## config.mk

```make
export PLATFORM = sky130hd
export DESIGN_NAME = bmr_regs
export DESIGN_NICKNAME = d
export VERILOG_FILES = /design/src/bmr_pkg.sv /design/src/bmr_regs.sv /design/src/bmr_result_store.sv
export SDC_FILE = /design/constraint.sdc
export NUM_CORES = 1
export LEC_CHECK = 0
export BUFFER_PORTS_ARGS = -buffer_cell sky130_fd_sc_hd__buf_2
export CORE_MARGIN = 8
export CORE_UTILIZATION = 35
export CTS_CLUSTER_SIZE = 14
export DETAILED_ROUTE_END_ITERATION = 8
export SLEW_MARGIN = 20
export SYNTH_ARGS = -nofsm -noshare
export SYNTH_HDL_FRONTEND = slang
export SYNTH_SLANG_ARGS = --single-unit
```

## constraint.sdc

```tcl
create_clock -name CORE_CLK -period 9.9 [get_ports CORE_CLK]
set_input_delay 1.98 -clock CORE_CLK [delete_from_list [all_inputs] [get_ports CORE_CLK]]
set_output_delay 1.98 -clock CORE_CLK [all_outputs]
set_load 0.005 [all_outputs]
```

## src/bmr_pkg.sv

```systemverilog
// Behaviour
// - A byte 0: GPIO1-5 pull-downs 7:3, keep-on 2, timer enable 1, option 0.
// - Undervoltage threshold: low byte in A byte 1, upper nibble in A byte 2.
// - Overvoltage threshold: low nibble in A byte 2 7:4, high byte A byte 3.
// - Cell 1-12 discharge enables in A bytes 4-5, timeout in byte 5 7:4.
// - B byte 0: GPIO6-9 pull-downs, cell 13-15 discharge 4-6, 7 reserved.
// - B byte 1: mute, forced failure, path, timer monitor, extra discharge.
// - Result groups are read-only; each result is 16 bits, low byte first.
// - Cell groups A to E hold cells 1-3, 4-6, 7-9, 10-12, 13-15 ascending.
// - Overlap: cell 6 by second converter in cell group C bytes 0-1.
// - Overlap: cell 6 by first converter in cell group C bytes 2-3.
// - Overlap: cell 11 by third converter in cell group E bytes 0-1.
// - Overlap: cell 11 by second converter in cell group E bytes 2-3.
// - Aux group A holds GPIO 1-3, B bytes 0-3 GPIO 4-5, C GPIO 6-8.
// - Second reference result in aux group B bytes 4-5, low byte first.
// - Option 0 picks the 27k/7k/26/422 Hz set, 1 the 14k/3k/2k/1k set.
package bmr_pkg;

   // ************************************************************
   // Register map, one 32-bit word each
   // ************************************************************
   localparam logic [7:0] OFF_CFGA_LO  = 8'h00;
   localparam logic [7:0] OFF_CFGA_HI  = 8'h04;
   localparam logic [7:0] OFF_CFGB_LO  = 8'h08;
   localparam logic [7:0] OFF_CFGB_HI  = 8'h0C;
   localparam logic [7:0] OFF_RES_BASE = 8'h10;
   localparam logic [7:0] OFF_RES_END  = 8'h50;

   // ************************************************************
   // Field positions inside a six-byte group
   // ************************************************************
   localparam int A_OPT     = 0;
   localparam int A_TMR_EN  = 1;
   localparam int A_REF_ON  = 2;
   localparam int A_GPIO_PD = 3;
   localparam int A_UV      = 8;
   localparam int A_OV      = 20;
   localparam int A_DISCH   = 32;
   localparam int A_DIS_TMO = 44;
   localparam int B_GPIO_PD = 0;
   localparam int B_DISCH   = 4;
   localparam int B_XDISCH  = 10;
   localparam int B_TMR_MON = 11;
   localparam int B_PATH    = 12;
   localparam int B_FFAIL   = 14;
   localparam int B_MUTE    = 15;

   // ************************************************************
   // Result slots: three per group, cells then aux
   // ************************************************************
   localparam int NUM_SLOTS       = 24;
   localparam int SLOT_C6_ADC2    = 6;
   localparam int SLOT_C6_ADC1    = 7;
   localparam int SLOT_C11_ADC3   = 12;
   localparam int SLOT_C11_ADC2   = 13;
   localparam int SLOT_REF        = 20;
   localparam logic [15:0] RES_RST = 16'h0000;

   // ************************************************************
   // Types
   // ************************************************************
   typedef struct packed {
      logic [8:0]  gpio_pulldown;
      logic        reference_keep_on;
      logic        discharge_timer_enable;
      logic        converter_rate_option;
      logic [11:0] undervoltage_threshold;
      logic [11:0] overvoltage_threshold;
      logic [14:0] cell_discharge_enable;
      logic [3:0]  discharge_timeout;
      logic        discharge_mute;
      logic        forced_redundancy_failure;
      logic [1:0]  redundancy_path_select;
      logic        timer_monitor_enable;
      logic        extra_discharge_control;
   } bmr_cfg_t;

   localparam bmr_cfg_t CFG_RST = '0;

   typedef struct packed {
      logic        valid;
      logic [4:0]  chan;
      logic [15:0] data;
   } bmr_result_t;

   typedef struct packed {
      logic        valid;
      logic [15:0] c6_adc2;
      logic [15:0] c6_adc1;
      logic [15:0] c11_adc3;
      logic [15:0] c11_adc2;
   } bmr_overlap_t;

   // Code is {rate option, conversion_rate_select}
   typedef enum logic [2:0] {
      RATE_422HZ = 3'b000,
      RATE_27KHZ = 3'b001,
      RATE_7KHZ  = 3'b010,
      RATE_26HZ  = 3'b011,
      RATE_1KHZ  = 3'b100,
      RATE_14KHZ = 3'b101,
      RATE_3KHZ  = 3'b110,
      RATE_2KHZ  = 3'b111
   } bmr_rate_t;

endpackage : bmr_pkg

```

## src/bmr_regs.sv

```systemverilog
module bmr_regs
(
   // Clock and reset
   input  wire logic                 CORE_CLK,
   input  wire logic                 RSTN,
   // APB slave
   input  wire logic                 PSEL,
   input  wire logic                 PENABLE,
   input  wire logic                 PWRITE,
   input  wire logic [7:0]           PADDR,
   input  wire logic [31:0]          PWDATA,
   input  wire logic [3:0]           PSTRB,
   output logic      [31:0]          PRDATA,
   output logic                      PREADY,
   output logic                      PSLVERR,
   // Measurement results
   input  wire bmr_pkg::bmr_result_t  RESULT,
   input  wire bmr_pkg::bmr_overlap_t OVERLAP,
   input  wire logic [1:0]           CONV_MODE,
   // Configuration to the analog side
   output bmr_pkg::bmr_cfg_t         CFG,
   output bmr_pkg::bmr_rate_t        RATE
);

   localparam int N = bmr_pkg::NUM_SLOTS;

   bmr_pkg::bmr_cfg_t  cfg_reg;
   bmr_pkg::bmr_rate_t rate_reg;
   logic [31:0]        prdata_reg;
   logic               pready_reg;
   logic               pslverr_reg;
   logic [N-1:0]       res_we;
   logic [N-1:0][15:0] res_wd;
   logic [N-1:0][15:0] res_q;
   logic [47:0]        cfga_b;
   logic [15:0]        cfgb_b;
   logic [31:0]        wmask;
   logic [47:0]        cfga_next;
   logic [15:0]        cfgb_next;
   logic [3:0]         res_grp;
   logic [4:0]         slot0;
   logic               is_res;
   logic [31:0]        rd_data;
   logic               rd_err;
   logic               acc_go;
   logic               wr_go;

   // ************************************************************
   // Byte images of the configuration groups
   // ************************************************************
   function automatic logic [47:0] pack_a(bmr_pkg::bmr_cfg_t c);
      logic [47:0] b;
      b = '0;
      b[bmr_pkg::A_GPIO_PD +: 5] = c.gpio_pulldown[4:0];
      b[bmr_pkg::A_REF_ON]       = c.reference_keep_on;
      b[bmr_pkg::A_TMR_EN]       = c.discharge_timer_enable;
      b[bmr_pkg::A_OPT]          = c.converter_rate_option;
      b[bmr_pkg::A_UV +: 12]     = c.undervoltage_threshold;
      b[bmr_pkg::A_OV +: 12]     = c.overvoltage_threshold;
      b[bmr_pkg::A_DISCH +: 12]  = c.cell_discharge_enable[11:0];
      b[bmr_pkg::A_DIS_TMO +: 4] = c.discharge_timeout;
      return b;
   endfunction : pack_a

   // Bit 7 and bits 9:8 stay zero, so reserved bits read zero
   function automatic logic [15:0] pack_b(bmr_pkg::bmr_cfg_t c);
      logic [15:0] b;
      b = '0;
      b[bmr_pkg::B_GPIO_PD +: 4] = c.gpio_pulldown[8:5];
      b[bmr_pkg::B_DISCH +: 3] = c.cell_discharge_enable[14:12];
      b[bmr_pkg::B_MUTE]      = c.discharge_mute;
      b[bmr_pkg::B_FFAIL]     = c.forced_redundancy_failure;
      b[bmr_pkg::B_PATH +: 2] = c.redundancy_path_select;
      b[bmr_pkg::B_TMR_MON]   = c.timer_monitor_enable;
      b[bmr_pkg::B_XDISCH]    = c.extra_discharge_control;
      return b;
   endfunction : pack_b

   function automatic bmr_pkg::bmr_cfg_t unpack_a(bmr_pkg::bmr_cfg_t c,
                                                  logic [47:0] b);
      bmr_pkg::bmr_cfg_t r;
      r = c;
      r.gpio_pulldown[4:0]     = b[bmr_pkg::A_GPIO_PD +: 5];
      r.reference_keep_on      = b[bmr_pkg::A_REF_ON];
      r.discharge_timer_enable = b[bmr_pkg::A_TMR_EN];
      r.converter_rate_option  = b[bmr_pkg::A_OPT];
      r.undervoltage_threshold = b[bmr_pkg::A_UV +: 12];
      r.overvoltage_threshold  = b[bmr_pkg::A_OV +: 12];
      r.cell_discharge_enable[11:0] = b[bmr_pkg::A_DISCH +: 12];
      r.discharge_timeout      = b[bmr_pkg::A_DIS_TMO +: 4];
      return r;
   endfunction : unpack_a

   function automatic bmr_pkg::bmr_cfg_t unpack_b(bmr_pkg::bmr_cfg_t c,
                                                  logic [15:0] b);
      bmr_pkg::bmr_cfg_t r;
      r = c;
      r.gpio_pulldown[8:5]     = b[bmr_pkg::B_GPIO_PD +: 4];
      r.cell_discharge_enable[14:12] = b[bmr_pkg::B_DISCH +: 3];
      r.discharge_mute         = b[bmr_pkg::B_MUTE];
      r.forced_redundancy_failure = b[bmr_pkg::B_FFAIL];
      r.redundancy_path_select = b[bmr_pkg::B_PATH +: 2];
      r.timer_monitor_enable   = b[bmr_pkg::B_TMR_MON];
      r.extra_discharge_control = b[bmr_pkg::B_XDISCH];
      return r;
   endfunction : unpack_b

   // ************************************************************
   // APB decode
   // ************************************************************
   assign acc_go  = PSEL && PENABLE && pready_reg;
   assign wr_go   = acc_go && PWRITE;
   assign cfga_b  = pack_a(cfg_reg);
   assign cfgb_b  = pack_b(cfg_reg);
   assign is_res  = (PADDR[1:0] == 2'b00) &&
                    (PADDR >= bmr_pkg::OFF_RES_BASE) &&
                    (PADDR < bmr_pkg::OFF_RES_END);
   assign res_grp = PADDR[6:3] - 4'h2;
   // Three slots per group, so group g starts at slot 3g
   assign slot0   = 5'({1'b0, res_grp}) * 5'd3;

   // Byte strobes widened to a bit mask
   always_comb
   begin
      for (int i = 0; i < 4; i++)
         wmask[8*i +: 8] = {8{PSTRB[i]}};
   end

   // Merge of write data into the group images
   always_comb
   begin
      cfga_next = cfga_b;
      cfgb_next = cfgb_b;
      if (PADDR == bmr_pkg::OFF_CFGA_LO)
         cfga_next[31:0] = (cfga_b[31:0] & ~wmask) | (PWDATA & wmask);
      else if (PADDR == bmr_pkg::OFF_CFGA_HI)
         cfga_next[47:32] = (cfga_b[47:32] & ~wmask[15:0]) |
                            (PWDATA[15:0] & wmask[15:0]);
      // Only bytes 0 and 1 of group B carry anything
      cfgb_next = (cfgb_b & ~wmask[15:0]) |
                  (PWDATA[15:0] & wmask[15:0]);
   end

   // Read mux; unmapped or misaligned addresses answer with an error
   always_comb
   begin
      rd_data = '0;
      rd_err  = 1'b0;
      if (PADDR == bmr_pkg::OFF_CFGA_LO)
         rd_data = cfga_b[31:0];
      else if (PADDR == bmr_pkg::OFF_CFGA_HI)
         rd_data = {16'h0000, cfga_b[47:32]};
      else if (PADDR == bmr_pkg::OFF_CFGB_LO)
         rd_data = {16'h0000, cfgb_b};
      else if (PADDR == bmr_pkg::OFF_CFGB_HI)
         rd_data = '0;
      else if (is_res && PADDR[2])
         rd_data = {16'h0000, res_q[5'(slot0 + 5'd2)]};
      else if (is_res)
         rd_data = {res_q[5'(slot0 + 5'd1)], res_q[slot0]};
      else
         rd_err = 1'b1;
   end

   // ************************************************************
   // APB handshake: one wait state, then a one-cycle ready
   // ************************************************************
   // The wait state lets read data come from a flop
   always_ff @(posedge CORE_CLK)
   begin
      if (!RSTN)
         pready_reg <= 1'b0;
      else
         pready_reg <= PSEL && PENABLE && !pready_reg;
   end

   // Read data and error captured in the wait state
   always_ff @(posedge CORE_CLK)
   begin
      if (!RSTN)
      begin
         prdata_reg  <= '0;
         pslverr_reg <= 1'b0;
      end
      else if (PSEL && PENABLE && !pready_reg)
      begin
         prdata_reg  <= PWRITE ? 32'h0000_0000 : rd_data;
         pslverr_reg <= rd_err;
      end
      else
      begin
         prdata_reg  <= '0;
         pslverr_reg <= 1'b0;
      end
   end

   // ************************************************************
   // Configuration storage
   // ************************************************************
   // Writes take effect only at the edge that completes the access
   always_ff @(posedge CORE_CLK)
   begin
      if (!RSTN)
         cfg_reg <= bmr_pkg::CFG_RST;
      else if (wr_go && (PADDR == bmr_pkg::OFF_CFGA_LO ||
                         PADDR == bmr_pkg::OFF_CFGA_HI))
         cfg_reg <= unpack_a(cfg_reg, cfga_next);
      else if (wr_go && PADDR == bmr_pkg::OFF_CFGB_LO)
         cfg_reg <= unpack_b(cfg_reg, cfgb_next);
   end

   // Rate set follows the option bit and the command's mode bits
   always_ff @(posedge CORE_CLK)
   begin
      if (!RSTN)
         rate_reg <= bmr_pkg::RATE_422HZ;
      else
         rate_reg <= bmr_pkg::bmr_rate_t'({cfg_reg.converter_rate_option,
                                            CONV_MODE});
   end

   // ************************************************************
   // Result slots
   // ************************************************************
   // Bus writes never reach here, so result groups stay read-only
   always_comb
   begin
      res_we = '0;
      res_wd = '0;
      // Channel number equals slot: cells, GPIO 1-5, reference, GPIO 6-8
      if (RESULT.valid && RESULT.chan < 5'(N))
      begin
         res_we[RESULT.chan] = 1'b1;
         res_wd[RESULT.chan] = RESULT.data;
      end
      // Overlap placement wins over a plain result in the same cycle
      if (OVERLAP.valid)
      begin
         res_we[bmr_pkg::SLOT_C6_ADC2]  = 1'b1;
         res_wd[bmr_pkg::SLOT_C6_ADC2]  = OVERLAP.c6_adc2;
         res_we[bmr_pkg::SLOT_C6_ADC1]  = 1'b1;
         res_wd[bmr_pkg::SLOT_C6_ADC1]  = OVERLAP.c6_adc1;
         res_we[bmr_pkg::SLOT_C11_ADC3] = 1'b1;
         res_wd[bmr_pkg::SLOT_C11_ADC3] = OVERLAP.c11_adc3;
         res_we[bmr_pkg::SLOT_C11_ADC2] = 1'b1;
         res_wd[bmr_pkg::SLOT_C11_ADC2] = OVERLAP.c11_adc2;
      end
   end

   bmr_result_store
   #(
      .N (N),
      .W (16)
   )
   u_store
   (
      .clk  (CORE_CLK),
      .rstn (RSTN),
      .we   (res_we),
      .wd   (res_wd),
      .q    (res_q)
   );

   // ************************************************************
   // Outputs
   // ************************************************************
   assign PRDATA  = prdata_reg;
   assign PREADY  = pready_reg;
   assign PSLVERR = pslverr_reg;
   assign CFG     = cfg_reg;
   assign RATE    = rate_reg;

   // ************************************************************
   // Assertions
   // ************************************************************
   logic [31:0] cell_a_lo;
   logic [2:0]  rate_src;
   assign cell_a_lo = {res_q[1], res_q[0]};
   assign rate_src  = {cfg_reg.converter_rate_option, CONV_MODE};
endmodule : bmr_regs

```

## src/bmr_result_store.sv

```systemverilog
module bmr_result_store
#(
   parameter int N = 24,
   parameter int W = 16
)
(
   // Clock and reset
   input  wire logic                clk,
   input  wire logic                rstn,
   // Per-slot write
   input  wire logic [N-1:0]        we,
   input  wire logic [N-1:0][W-1:0] wd,
   // All slots
   output logic      [N-1:0][W-1:0] q
);

   logic [W-1:0] mem [N];

   // ************************************************************
   // Storage, each slot written on its own enable
   // ************************************************************
   always_ff @(posedge clk)
   begin
      for (int i = 0; i < N; i++)
      begin
         if (!rstn)
            mem[i] <= bmr_pkg::RES_RST;
         else if (we[i])
            mem[i] <= wd[i];
      end
   end

   // Flat view for the read mux
   always_comb
   begin
      for (int i = 0; i < N; i++)
         q[i] = mem[i];
   end

endmodule : bmr_result_store
```

* After elaboration in Yosys (flattened, before gate mapping)
Memories as Yosys holds them, arrays and structs flattened.
Cells that the tools add are included.
Widths: inputs -> output; s select.
** Word-level totals
- Flip-flop bits (word level) :: 98
- Bits in writable memories :: 384
- Input bits :: 138
- Output and inout bits :: 98
- Logic and storage cells :: 219
- Memories :: 1
** Operators by class
- $add $sub $neg :: 3
- $mul :: 1
- Order comparisons :: 8
- Equal/unequal tests :: 3
- Multiplexer cells :: 125
- Bitwise logic cells :: 39
- Reduce and logical (&&, ||, !) cells :: 20
** Memories
- u_store.mem :: depth 24, width 16, rd ports 24, clocked after Yosys merged registers in 0, write ports 24, RTL line bmr_result_store.sv:17 : logic [W-1:0] mem [N];
** Operators with widths (number)
- $mux 16 :: 30
- $and 384x384->384 :: 1
- $mux 384 :: 1
- $mux 32 :: 9
- $bmux 16 s5 :: 3
- $demux 16 s5 :: 1
- $mux 1 :: 75
- $and 32x32->32 :: 2
- $mux 57 :: 1
- $and 16x16->16 :: 3
- $not 32->32 :: 1
- $or 16x16->16 :: 2
- $or 32x32->32 :: 1
- $mux 25 :: 1
- $lt 5x6->1 const B :: 4
- $mux 24 :: 1
- $or 1x1->1 :: 24
- $eq 8x4->1 const B :: 2
- $not 16->16 :: 1
- $logic_and 1x1->1 :: 11
- $eq 8x3->1 const B :: 1
- $ge 8x5->1 const B :: 1
- $logic_not 8->1 :: 1
- $lt 8x7->1 const B :: 1
- other kinds (16) :: 21

* Longest topological paths before layout
- Depth after elaboration :: 11
- Gate-level depth with buffers :: 19
- Depth with buffers taken out :: 13

* By module
Synthesis repeated with hierarchy kept, for this count alone.
** Second synthesis, totals
- Cell total of the unflattened synthesis :: 2624
- Area, all modules :: 31008.5 µm²
** By module, submodules not included
- bmr_regs :: instances 1, cells an instance 1763, area each 16510.8 µm², seq. area each 1961.9 µm²
- bmr_result_store :: instances 1, cells an instance 861, area each 14497.7 µm², seq. area each 11531.1 µm²

* Worst setup path before layout
OpenSTA, ideal clock, no wires.
- Path type :: input -> register
- Start :: input PADDR[4]
- End :: register prdata_reg[8], in the netlist PRDATA[8]
- Library setup time :: 58 ps
- Data arrival time :: 5931 ps
- Required time :: 9842 ps
- Path slack :: 3911 ps
- Stages :: 19
- Buffers on the path :: 6
- Path through :: buf_4 > clkbuf_1 > inv_1 > ha_1 > buf_6 > xnor2_4 > xnor2_4 > clkinv_4 > buf_2 > ha_1 > clkbuf_1 > or2_2 > a211oi_1 > or2_2 > clkbuf_1 > mux4_2 > a21o_1 > a31oi_1 > o211a_1
** On the way
- Word-level cells in the longest chain between the ends :: 10
- Elaborated cells on any way between the ends :: 22
- Classes of those cells :: add/sub: 2; mul: 1; order compare: 2; eq/ne: 3; mux: 10; reduce/logical: 4
** RTL lines
- start, declared :: RTL line bmr_regs.sv:10 : input wire logic [7:0] PADDR,
- $sub 4x2->4 :: RTL line bmr_regs.sv:118 : assign res_grp = PADDR[6:3] - 4'h2;
- $mul 4x2->5 :: RTL line bmr_regs.sv:120 : assign slot0 = 5'({1'b0, res_grp}) * 5'd3;
- $add 5x2->5 / $bmux 16 s5 (equally long branches) :: RTL line bmr_regs.sv:158, bmr_regs.sv:160
- $bmux 16 s5 / $mux 16 (equally long branches) :: RTL line bmr_regs.sv:158, bmr_regs.sv:160
- $mux 16 (implied by the code) / $mux 32 (equally long branches) :: RTL line bmr_regs.sv:158, bmr_regs.sv:159
- $mux 32 :: RTL line bmr_regs.sv:157 : else if (is_res && PADDR[2])
- $mux 32 :: RTL line bmr_regs.sv:155 : else if (PADDR == bmr_pkg::OFF_CFGB_HI)
- $mux 32 :: RTL line bmr_regs.sv:153 : else if (PADDR == bmr_pkg::OFF_CFGB_LO)
- $mux 32 :: RTL line bmr_regs.sv:151 : else if (PADDR == bmr_pkg::OFF_CFGA_HI)
- $mux 32 (*) :: RTL line bmr_regs.sv:149 : if (PADDR == bmr_pkg::OFF_CFGA_LO)
- end signal, assigned :: RTL line bmr_regs.sv:187 : prdata_reg <= PWRITE ? 32'h0000_0000 : rd_data;
- end, declared :: RTL line bmr_regs.sv:29 : logic [31:0] prdata_reg;
Every way passes the cells marked *; elsewhere a longest branch is shown, timed or not. The select of a mux whose other input is x is not followed.
A chain may end at the register's enable or synchronous reset.

* Worst setup path after layout
- Start :: input PADDR[4]
- End :: register prdata_reg[2], in the netlist PRDATA[2]
The elaborated chain is that of the path after synthesis.

==> metrics.cfg <==
[flow_run]
cap_violations=0

[sta]
final_max_slew_viol_count=0
setup_viol=0
timing.final.crit_share_pct=64.6
finalClockSkew_ns=0.0307
tightest_slew_ns=1.25
hold_violations=0
period_needed_ns=6.40
tns_ns=0
slew_headroom_pct=17.0
fin_hold_ws_ns=0.480
rsz0062_at_grt=no
fmax_mhz=156

[yosys]
ys_ff_latch=482
yosys.area_share.simple_pct=14.8
synth_compound_area_share_pct=9.16
synth.most_common_cell=edfxtp_1
synth_top_cells_by_count=edfxtp_1, and2_1, mux4_2
yosys.area.top_type=edfxtp_1
synth_mux_area_share_pct=25.9
synth_flop_cell=edfxtp_1
synth_top_family_by_area=multiplexers
async_flop_share_pct=0
ys_types=76
ys_top_cells_by_area=edfxtp_1, mux4_2, and2_1
syn-num-nets=2495
avgSynthCellArea_um2=12.6
yosysTopAreaCellShare_pct=38.8
yosys_warnings=0
synth_enable_flop_cells=384
synth_xor_area_share_pct=0.864
ys_seq_area_share_pct=45.4
synth-adder-area-share_pct=0.295
synth_cells=2350
synth_area_mm2=0.0297

[place]
hpwl_mm=79.2
portBuffers=235
placed_area_mm2=0.0319
gp_congestion=0.998

[setup_path]
critPathArrivalTime_ns=6.92
start_kind=input pin
crit_buf_inv=5
crit_family=buffers and inverters
crit_chain=buf_2 -> inv_1 -> ha_1 -> xnor2_4 -> xnor2_4 -> buf_4 -> clkinv_4 -> ha_4 -> buf_4 -> mux4_2 -> mux2i_1 -> nor2_1 -> o311a_1
cp-end-kind=register
cpPeakStageDelay_ns=1.02
worstSetupPathType=in -> reg
crit_fanout=56
slowest_stage=ha_4
required_ns=10.42

[floorplan]
rows=107
start_util_pct=35.1
die-width_um=307
fp.dieArea_mm2=0.0944
die_y_um=307
core_mm2=0.0846
pin_count=236

[clocking]
ctsHoldBuffers=0
cts_root_buf=clkbuf_16
clockBufferDepth=3
clock_latency_ns=0.65
cts_sinks=482
cts_setup_buffers=0
numCtsBuffers=54
cts_tree=built
clkTransAtPathRegs_ns=0.06
ctsResizeCount=0
ctsHtreeMaxLevel=2

[routing]
dr_total_vias=22200
drt-initial-drc-count=2992
wl_met3_mm=13.8
met2_length_mm=49.3
wl_mm=110
wl_per_cell_um=29.9
routed_via_density=6.03
drcViolationCount=0
routed.top_layer=met5
wl_met1_mm=41.9
dr.pass1.iters=6
antenna_left=0

[grt]
antenna_found_initial=7
grt_usage_pct=22.4
grt_pass1_vias=21800
overflow=0
grt_max_degree=170
grt_pass1_wl_mm=155

[layout]
fin_nets=2631
drive_gt1_share_pct=29.8
syn_to_final_growth_pct=13.8
stdcell_area_mm2=0.0338

[run_status]
status=finished clean

[hold_path]
holdCritPathClass=reg -> reg

[power]
leakagePower_nw=12.0
ir_worst_vdd_mv=0.177
cellPowerDensity_mw_per_mm2=173

==> cells by family after synthesis <==
family | count (synthesis)
xor+xnor | 13
fa+ha+maj | 7
mux | 418
simple gates | 813
flops | 482
buf+inv | 245
compound gates | 372
==> final cells by class <==
cell class | count | area, µm²
timing repair buffer | 296 | 1660
fill | 7976 | 50800
tap | 1144 | 1430
multi-input combinational | 1623 | 15200
clock inverter | 43 | 498
antenna | 3 | 7.51
inverter | 29 | 114
clock buffer | 58 | 1370
sequential | 482 | 13500
==> through the flow <==
stage          power [mW]  setup slack (ns)  util, %  instances
2_1_floorplan        3.28              3.91        -       2350
4_1_cts              5.85              3.50     39.9       3675
3_3_place_gp         3.70              2.97     37.7       3574
5_1_grt              6.00              3.25     39.9       3675
3_5_place_dp         3.72              2.85     37.7       3574
6_report             5.85              3.50     39.9       3678
==> registers in the layout, indices dropped and copies added, names as in the netlist, named ones only <==
name         flops
PREADY           1
PRDATA          32
PSLVERR          1
RATE             3
u_store.mem    384
CFG             48
==> per-layer routing <==
metal,up-vias,GRT usage [%]
li1,9286,-
met1,11200,29.0
met2,1465,34.9
met3,211,6.93
met4,6,8.78
met5,-,0
==> cell usage in the layout, fill, tap and decap left out, types with 10 or more instances in the layout <==
cell / netlist / layout
edfxtp_1: 384 / 384
and2_1: 327 / 327
mux4_2: 276 / 276
buf_2: 48 / 233
nand2_1: 197 / 196
nor2b_1: 126 / 125
mux2i_1: 103 / 103
dfxtp_1: 98 / 98
o21ai_0: 102 / 78
a22oi_1: 64 / 64
buf_4: 11 / 61
nor2_1: 75 / 60
clkbuf_16: 0 / 54
mux2_2: 37 / 37
o21ai_1: 10 / 33
nand3_1: 30 / 30
inv_1: 26 / 26
a221oi_1: 25 / 25
a21boi_0: 24 / 24
nand2b_1: 22 / 22
a21oi_1: 17 / 17
nor2_2: 0 / 15
clkinv_2: 0 / 14
a32oi_1: 13 / 13
o31a_1: 14 / 13
o211ai_1: 13 / 13
a311o_1: 13 / 13
o311a_1: 13 / 13
clkinv_1: 1 / 10
a221oi_2: 10 / 10
a31oi_1: 10 / 10
==> worst min-delay path: stages (launching register included) <==
cell and delay (ns):
dfxtp_1 0.32, nand2_1 0.05, a21boi_0 0.06
==> power breakdown <==
part	leakage [nW]	internal [mW]	switching, mW	total, mW
clock network	0.905	1.24	0.906	2.15
logic	6.56	0.559	0.771	1.33
registers	4.53	2.29	0.0861	2.37
total	12.0	4.09	1.76	5.85
==> path summary, 6_finish.rpt <==
path / slack [ns] / to / start / cells after the start
hold / removal: 0.48 / register / register / 2
hold reg to reg: 0.48 / register / register / 2
setup reg to reg: 6.32 / PRDATA[1] / PREADY / 6
setup / recovery: 3.50 / PRDATA[2] / PADDR[4] / 13
Power figures use the tool's default switching activity.
